**src/shared/ccd_pkg.sv**
```systemverilog
// package for the cpu clock source and divider block
// assumes a single mclk domain; used by rtl/ccd_top.sv and the bench, not by rtl/ccd_div.sv
package ccd_pkg;

  // ****************************************
  // oscillator selection
  // ****************************************
  typedef enum logic [2:0] {
    CCD_OSC_LF_XTAL  = 3'h0,
    CCD_OSC_MF_XTAL  = 3'h1,
    CCD_OSC_HF_XTAL  = 3'h2,
    CCD_OSC_CERAMIC  = 3'h3,
    CCD_OSC_RC       = 3'h4,
    CCD_OSC_EXT      = 3'h5
  } ccd_osc_e;

  // ****************************************
  // register map (byte addresses)
  // ****************************************
  localparam logic [11:0] CCD_DIV_OFS    = 12'h000;
  localparam logic [11:0] CCD_PORT2_OFS  = 12'h004;
  localparam logic [11:0] CCD_STATUS_OFS = 12'h008;
  localparam logic [11:0] CCD_CTRL_OFS   = 12'h00C;

  // port2_mode_reg_one and control register field positions
  localparam int CCD_CLKOUT_EN_BIT = 1;
  localparam int CCD_IDLE_BIT      = 0;
  localparam int CCD_PD_BIT        = 1;

  // reset values
  localparam logic [7:0]  CCD_DIV_RST   = 8'h00;
  localparam logic [7:0]  CCD_PORT2_RST = 8'h00;

  // ****************************************
  // timing counts
  // ****************************************
  localparam int CCD_XTAL_WAKE_CLKS = 1024;
  localparam int CCD_RC_WAKE_CLKS   = 256;
  localparam int CCD_CLKOUT_DIV     = 6;
  localparam int CCD_HALF_CLKOUT    = CCD_CLKOUT_DIV / 2;

  // ****************************************
  // carriers
  // ****************************************
  typedef struct packed {
    logic       cpu_en;
    logic       periph_en;
    logic       run;
  } ccd_clk_s;

  typedef struct packed {
    logic       xo_out;
    logic       xo_oe;
    logic       xo_in_ok;
    logic       xi_in_ok;
  } ccd_pin_s;

endpackage : ccd_pkg

```
**src/rtl/ccd_top.sv**
```systemverilog
// cpu clock source selection, legacy halve, programmable divider, clock out
// assumes osc_tick is a one-cycle pulse per oscillator clock, synchronous to mclk
`timescale 1ns/1ps
module ccd_top #(
  parameter int DIV_W = 8
) (
  // clock and reset
  input  wire logic              mclk,
  input  wire logic              rst,
  // programmed configuration
  input  wire logic [2:0]        osc_sel_cfg,
  input  wire logic              legacy_timing_halve_cfg,
  // oscillator activity
  input  wire logic              osc_tick,
  input  wire logic              ext_clock_in_pin,
  // apb slave
  input  wire logic              psel,
  input  wire logic              penable,
  input  wire logic              pwrite,
  input  wire logic [11:0]       paddr,
  input  wire logic [31:0]       pwdata,
  output logic                   pready,
  output logic [31:0]            prdata,
  output logic                   pslverr,
  // clock enables to cpu and peripherals
  output ccd_pkg::ccd_clk_s      clk_en,
  // crystal output and input pins
  output ccd_pkg::ccd_pin_s      pins
);

  // ****************************************
  // configuration
  // ****************************************
  ccd_pkg::ccd_osc_e osc_type;
  logic              cfg_legacy;
  logic              is_xtal;
  logic              osc_edge;

  // strap captured on every clock while rst is high, held once rst falls
  always_ff @(posedge mclk) begin
    if (rst) begin
      osc_type   <= ccd_pkg::ccd_osc_e'(osc_sel_cfg);
      cfg_legacy <= legacy_timing_halve_cfg;
    end
  end

  assign is_xtal = (osc_type != ccd_pkg::CCD_OSC_RC) &&
                   (osc_type != ccd_pkg::CCD_OSC_EXT);

  // the external source may run down to static: no edge, no tick
  assign osc_edge = (osc_type == ccd_pkg::CCD_OSC_EXT) ? ext_clock_in_pin
                                                       : osc_tick;

  // ****************************************
  // registers
  // ****************************************
  logic [DIV_W-1:0] cpu_clock_divider_value;
  logic [7:0]       port2_mode_reg_one;
  logic [1:0]       pwr_ctrl;
  logic             wr_en;
  logic             rd_en;
  logic             addr_ok;

  assign addr_ok = (paddr == ccd_pkg::CCD_DIV_OFS)    ||
                   (paddr == ccd_pkg::CCD_PORT2_OFS)  ||
                   (paddr == ccd_pkg::CCD_STATUS_OFS) ||
                   (paddr == ccd_pkg::CCD_CTRL_OFS);
  assign pready  = 1'b1;
  assign pslverr = psel && penable && !addr_ok;
  assign wr_en   = psel && penable && pwrite && addr_ok;
  assign rd_en   = psel && !penable && !pwrite;

  // divider value taken any time; the cpu keeps running
  always_ff @(posedge mclk) begin
    if (rst) begin
      cpu_clock_divider_value <= DIV_W'(ccd_pkg::CCD_DIV_RST);
    end else if (wr_en && paddr == ccd_pkg::CCD_DIV_OFS) begin
      cpu_clock_divider_value <= pwdata[DIV_W-1:0];
    end
  end

  always_ff @(posedge mclk) begin
    if (rst) begin
      port2_mode_reg_one <= ccd_pkg::CCD_PORT2_RST;
    end else if (wr_en && paddr == ccd_pkg::CCD_PORT2_OFS) begin
      port2_mode_reg_one <= pwdata[7:0];
    end
  end

  // ****************************************
  // power modes and wake count
  // ****************************************
  typedef enum logic [1:0] {
    CCD_RUN  = 2'b00,
    CCD_IDLE = 2'b01,
    CCD_DOWN = 2'b11,
    CCD_WAKE = 2'b10
  } ccd_pwr_e;

  ccd_pwr_e    pwr_state;
  logic [10:0] wake_cnt;
  logic        wake_req;
  logic        wake_done;

  assign wake_req  = wr_en && paddr == ccd_pkg::CCD_CTRL_OFS &&
                     pwdata[ccd_pkg::CCD_IDLE_BIT] == 1'b0 &&
                     pwdata[ccd_pkg::CCD_PD_BIT] == 1'b0;
  assign wake_done = (wake_cnt == 11'h000) && osc_edge;
  assign pwr_ctrl  = {pwr_state == CCD_DOWN, pwr_state == CCD_IDLE};

  always_ff @(posedge mclk) begin
    if (rst) begin
      pwr_state <= CCD_RUN;
      wake_cnt  <= 11'h000;
    end else begin
      unique case (pwr_state)
        CCD_RUN: begin
          if (wr_en && paddr == ccd_pkg::CCD_CTRL_OFS) begin
            if (pwdata[ccd_pkg::CCD_PD_BIT]) begin
              pwr_state <= CCD_DOWN;
            end else if (pwdata[ccd_pkg::CCD_IDLE_BIT]) begin
              pwr_state <= CCD_IDLE;
            end
          end
        end
        CCD_IDLE: begin
          if (wake_req) begin
            pwr_state <= CCD_RUN;
          end
        end
        CCD_DOWN: begin
          // oscillator restarts at once; count its clocks before running
          if (wake_req) begin
            pwr_state <= CCD_WAKE;
            wake_cnt  <= is_xtal ? 11'(ccd_pkg::CCD_XTAL_WAKE_CLKS - 1)
                                 : 11'(ccd_pkg::CCD_RC_WAKE_CLKS - 1);
          end
        end
        CCD_WAKE: begin
          if (wake_done) begin
            pwr_state <= CCD_RUN;
          end else if (osc_edge) begin
            wake_cnt <= wake_cnt - 11'h001;
          end
        end
      endcase
    end
  end

  // ****************************************
  // legacy halve, programmable divider
  // ****************************************
  logic             osc_run;
  logic             base_en;
  logic             half_tog;
  logic [9:0]       ratio_now;
  logic [9:0]       next_ratio;
  logic             cpu_tick;
  logic             div_bound;

  assign osc_run = (pwr_state != CCD_DOWN);

  always_ff @(posedge mclk) begin
    if (rst) begin
      half_tog <= 1'b0;
    end else if (osc_run && osc_edge) begin
      half_tog <= ~half_tog;
    end
  end

  // halved tick feeds cpu and peripherals alike
  assign base_en = osc_run && osc_edge && (!cfg_legacy || half_tog);

  // ratio 2*(n+1) for n>0, one for n==0
  assign next_ratio = (cpu_clock_divider_value == '0) ? 10'h001
                      : {1'b0, cpu_clock_divider_value, 1'b0} + 10'h002;

  always_ff @(posedge mclk) begin
    if (rst) begin
      ratio_now <= 10'h001;
    end else if (div_bound) begin
      ratio_now <= next_ratio;
    end
  end

  ccd_div #(
    .W (10)
  ) u_cpu_div (
    .mclk     (mclk),
    .rst      (rst),
    .in_en    (base_en),
    .ratio    (ratio_now),
    .out_en   (cpu_tick),
    .boundary (div_bound)
  );

  // ****************************************
  // clock output at one sixth of cpu clock
  // ****************************************
  logic       clkout_ok;
  logic       clkout_bit;
  logic [2:0] six_cnt;
  logic       clkout_lvl;

  assign clkout_ok  = !is_xtal;
  assign clkout_bit = port2_mode_reg_one[ccd_pkg::CCD_CLKOUT_EN_BIT];

  // idle keeps the cpu tick running, so the output stays alive there
  always_ff @(posedge mclk) begin
    if (rst) begin
      six_cnt    <= 3'h0;
      clkout_lvl <= 1'b0;
    end else if (cpu_tick) begin
      if (six_cnt == 3'(ccd_pkg::CCD_HALF_CLKOUT - 1)) begin
        six_cnt    <= 3'h0;
        clkout_lvl <= ~clkout_lvl;
      end else begin
        six_cnt <= six_cnt + 3'h1;
      end
    end
  end

  // ****************************************
  // outputs
  // ****************************************
  always_ff @(posedge mclk) begin
    if (rst) begin
      clk_en <= '0;
      pins   <= '0;
    end else begin
      clk_en.cpu_en    <= cpu_tick && (pwr_state == CCD_RUN);
      clk_en.periph_en <= cpu_tick;
      clk_en.run       <= (pwr_state == CCD_RUN);
      pins.xo_out      <= clkout_lvl;
      pins.xo_oe       <= clkout_ok && clkout_bit && osc_run;
      pins.xo_in_ok    <= (osc_type == ccd_pkg::CCD_OSC_RC) ||
                          (osc_type == ccd_pkg::CCD_OSC_EXT);
      pins.xi_in_ok    <= (osc_type == ccd_pkg::CCD_OSC_RC);
    end
  end

  // ****************************************
  // read data
  // ****************************************
  always_ff @(posedge mclk) begin
    if (rst) begin
      prdata <= 32'h0000_0000;
    end else if (rd_en) begin
      unique case (paddr)
        ccd_pkg::CCD_DIV_OFS:    prdata <= {24'h00_0000, cpu_clock_divider_value};
        ccd_pkg::CCD_PORT2_OFS:  prdata <= {24'h00_0000, port2_mode_reg_one};
        ccd_pkg::CCD_STATUS_OFS: prdata <= {22'h00_0000, ratio_now};
        ccd_pkg::CCD_CTRL_OFS:   prdata <= {23'h00_0000, cfg_legacy, osc_type,
                                            2'b00, pwr_state, 1'b0};
        default:                 prdata <= 32'h0000_0000;
      endcase
    end
  end

  logic unused_ok;
  assign unused_ok = ^pwr_ctrl;

endmodule : ccd_top

```
**src/rtl/ccd_div.sv**
```systemverilog
// one rate divider: emits a one-cycle enable every ratio input enables
// assumes ratio only changes on a boundary (the parent takes care of it)
`timescale 1ns/1ps
module ccd_div #(
  parameter int W = 10
) (
  // clock and reset
  input  wire logic         mclk,
  input  wire logic         rst,
  // rate control
  input  wire logic         in_en,
  input  wire logic [W-1:0] ratio,
  // divided enable
  output logic              out_en,
  output logic              boundary
);

  logic [W-1:0] cnt;

  // boundary means next counted input edge emits a pulse
  assign boundary = (cnt == '0);
  assign out_en   = in_en && boundary;

  always_ff @(posedge mclk) begin
    if (rst) begin
      cnt <= '0;
    end else if (in_en) begin
      if (boundary) begin
        cnt <= (ratio > 1) ? ratio - W'(1) : '0;
      end else begin
        cnt <= cnt - W'(1);
      end
    end
  end

endmodule : ccd_div

```
**config.mk**
```make
export PLATFORM = sky130hd
export DESIGN_NAME = ccd_top
export DESIGN_NICKNAME = d
export VERILOG_FILES = /design/src/shared/ccd_pkg.sv /design/src/rtl/ccd_top.sv /design/src/rtl/ccd_div.sv
export SDC_FILE = /design/constraint.sdc
export NUM_CORES = 1
export LEC_CHECK = 0
export ABC_AREA = 1
export BUFFER_PORTS_ARGS = -buffer_cell sky130_fd_sc_hd__buf_2
export CORE_MARGIN = 2
export CORE_UTILIZATION = 49
export CTS_BUF_LIST = sky130_fd_sc_hd__clkbuf_8 sky130_fd_sc_hd__clkbuf_16
export CTS_CLUSTER_DIAMETER = 120
export DETAILED_ROUTE_END_ITERATION = 8
export MAX_ROUTING_LAYER = met4
export PLACE_DENSITY = 0.76
export SLEW_MARGIN = 15
export SYNTH_ARGS = -nofsm -noshare
export SYNTH_HDL_FRONTEND = slang
export SYNTH_SLANG_ARGS = --single-unit
```
**constraint.sdc**
```tcl
create_clock -name mclk -period 1.6 [get_ports mclk]
set_input_delay 0.48 -clock mclk [delete_from_list [all_inputs] [get_ports mclk]]
set_output_delay 0.48 -clock mclk [all_outputs]
set_load 0.01 [all_outputs]
```
==> results.md <==
- Outcome: complete, but fails checks
- Failing checks: setup timing
- Crit path time final: about 1.7 ns
- Met1 Use GR: ~27%
- TritonCTS Buffers: 9
- Grt met2 use: roughly 38%
- GRT busiest layer: met2
- Vias: 4333
- Layout Cells excl Fill: a little over 800
- Adder-Cell Fraction of Synth Area: 2.07%
- I/O Buffers: 48
- Syn Inst Count: ~620
- Fin. Hold Viols: 0
- Post-synthesis mux area share: 0%
- Die Span Y: just under 100 um
- Setup repair after global routing missed its margin: yes
- Die area: 9400 um^2
- First-pass GRT wire length: roughly 17000 um
- DRT Wirelength: between 10000 and 15000 um
- Post-synthesis simple-gate area fraction: a little under a third
- Final setup fails: 2
- XOR/XNOR Fraction of Synth Area: around 2.5%
- Antenna Diode Count: 0
- Filler cells: 704
- Routability Congestion: 0.891
- Antenna violations before repair: 0
- CP Data Required Time: 1.12 ns
- CP Max Fanout: 2
- Largest net degree at the start of global routing: 29
- Rows: 33
- Power density over cell area: between 800 and 900 nW/um^2
- Mapped Area: roughly 4200 um^2
- Synth Area in Compound Gates: around 15%
- DRC: 0
- Synth cell types: 35
- Global routing usage on met3: under 10%
- Clock Tree Root: clkbuf_8
- I/O Pins: 96
- Routed WL per cell: around 14 um
- Sum of negative setup slack: -0.0847 ns
- Max-cap violations: 0
- Worst Skew: 0.0122 ns
- Layout cell share with drive strength beyond 1: 25.8%
- Hold_buf cts: 0
- Max Fclk: 595 MHz
- Finished Core Util: around 64%
- Flops & latches, synth: between 70 and 80
- Period utilisation layout: 105%
- Share of the synthesized area in the top cell type: ~34%
- CTS H-tree lvls: 3
- Drt pass-1 iters: 5
- CTS tree: done
- Max Root-Sink Buffers: 2
- Worst Setup Path Type: in -> out
- Fin nets: about 760
- HP Class: in -> reg
- Area of the core: 8300 um^2
- Final max-slew violation count: 0
- Gr usage total: a little under a quarter
- Peak supply drop: approximately 0.00047 V
- Dpl cells: slightly below 800
- DRT iter0 DRCs: 263
- Grt total ovfl: 0
- # clock sinks: 75
- Tot Pwr: about 4600 uW
- Chip width: roughly 97 um
- Worst hold slack: roughly 0.30 ns
- Leakage: 0.00234 uW
- Largest cells by area after synthesis: dfxtp_1 (34%), nand2_1 (9.7%), nand3_1 (9.3%)
- Reg clk slew, reported paths: roughly 0.070 ns
- CP Capture Type: primary output
- Clk Latency, worst-skew pair: about 0.37 ns
- Sequential share of the synthesized area: 36.4%
- Final ANT Viol Nets: 0
- Arr. time, crit path: between 1 and 1.5 ns
- DP HPWL: 7730 um
- Starting density of the core: between 50 and 60%
- Detailed-route vias per instance: ~5.3
- Worst Setup Start Kind: input port
- Largest family of logic cells by synthesized area: simple AND/OR/NAND/NOR gates
- Synth Area per Inst: 6.84 um^2
- Synth Warn #: 0
- Area Growth Syn to Fin: 24.6%
- Post-route setup slack: -0.0810 ns
- Synth area leader: dfxtp_1
- Vias in the first global route: about 4000
state kept, by name, summed over array words and instances (netlist names):
| signal | cells |
|---|---|
| prdata | 10 |
| wake_cnt | 11 |
| pins | 4 |
| six_cnt | 3 |
| osc_type | 3 |
| clkout_lvl | 1 |
| u_cpu_div.cnt | 10 |
| port2_mode_reg_one | 8 |
| cfg_legacy | 1 |
| half_tog | 1 |
| cpu_clock_divider_value | 8 |
| pwr_state | 2 |
| clk_en | 3 |
| ratio_now | 10 |
per-stage QoR:
stage | area, um^2 | worst slack [ns]
floorplan | 4360 | -0.00142
global placement | 4670 | -0.166
detailed placement | 4670 | -0.189
CTS | 4980 | -0.103
global route | 5280 | -0.113
finish | 5280 | -0.0810
worst paths after layout:
path                         start                     to  slack, ns  depth (start not counted)
min                 osc_sel_cfg[0]            osc_type[0]       0.30                          1
max                      paddr[10]                pslverr      -0.08                          7
min reg2reg  port2_mode_reg_one[7]  port2_mode_reg_one[7]       0.45                          2
max reg2reg            osc_type[1]       u_cpu_div.cnt[8]          0                         10
timing repair:
| action | CTS | global route |
|---|---|---|
| gates cloned | 0 | 3 |
| gates resized for setup | 9 | 72 |
| setup buffers | 5 | 5 |
| setup endpoints to repair | 14 | 45 |
| pin swaps | 5 | 29 |
Yosys cell counts, drive strengths merged:
master	n
ha	7
nand4	9
dfxtp	71
clkbuf	7
nand3b	2
inv	71
or2	3
and3	2
xor2	12
o21ai	44
and2	1
nand2	115
nor2	71
a21oi	73
o211ai	4
conb	2
edfxtp	4
buf	33
clkinv	2
nor3	6
nand3	80
power breakdown:
group          switching, uW  internal (uW)
logic                    543            339
registers               52.7           1940
clock network            712            986
total                   1310           3270
cells by family after synthesis:
family,Yosys count
AND/OR/NAND/NOR,289
AO/OA/AOI/OAI,121
buffers and inverters,113
flip-flops,75
XOR/XNOR,12
adder cells (fa/ha/maj),7
other,2
critical path, cell delays in order:
cell,delay [ns]
buf_6,0.10
nor2_4,0.09
nand2_2,0.07
nor2_4,0.13
nand2_4,0.05
and3_4,0.17
buf_6,0.11
cell usage in the layout, fill, tap and decap left out, types with 8 or more instances in the layout:
cell type | Yosys | routed
a21oi_1 | 72 | 65
buf_2 | 5 | 42
buf_4 | 26 | 36
buf_6 | 2 | 10
clkbuf_8 | 0 | 13
conb_1 | 2 | 23
dfxtp_1 | 71 | 66
inv_1 | 70 | 64
nand2_1 | 110 | 101
nand2_2 | 4 | 10
nand3_1 | 79 | 69
nand3_2 | 1 | 10
nand4_1 | 8 | 8
nor2_1 | 65 | 54
nor2_4 | 3 | 12
o21ai_0 | 43 | 37
xor2_1 | 12 | 12
area by class of cell:
| cell class | count | area (um^2) | area share (%) |
|---|---|---|---|
| clock buffers | 14 | 204 | 3.87 |
| clock inverters | 2 | 37.5 | 0.711 |
| inverters | 73 | 275 | 5.22 |
| multi-input cells | 453 | 2490 | 47.1 |
| flip-flops and latches | 75 | 1550 | 29.3 |
| well taps | 105 | 131 | 2.49 |
| repair buffers | 88 | 593 | 11.2 |
layer usage:
metal | part of all wire [%] | routed length, um
met2 | 49 | 5370
met1 | 42 | 4570
met3 | 6.8 | 750
met5 | 0 | 0
met4 | 2.8 | 310
(Power assumes the default switching activity.)
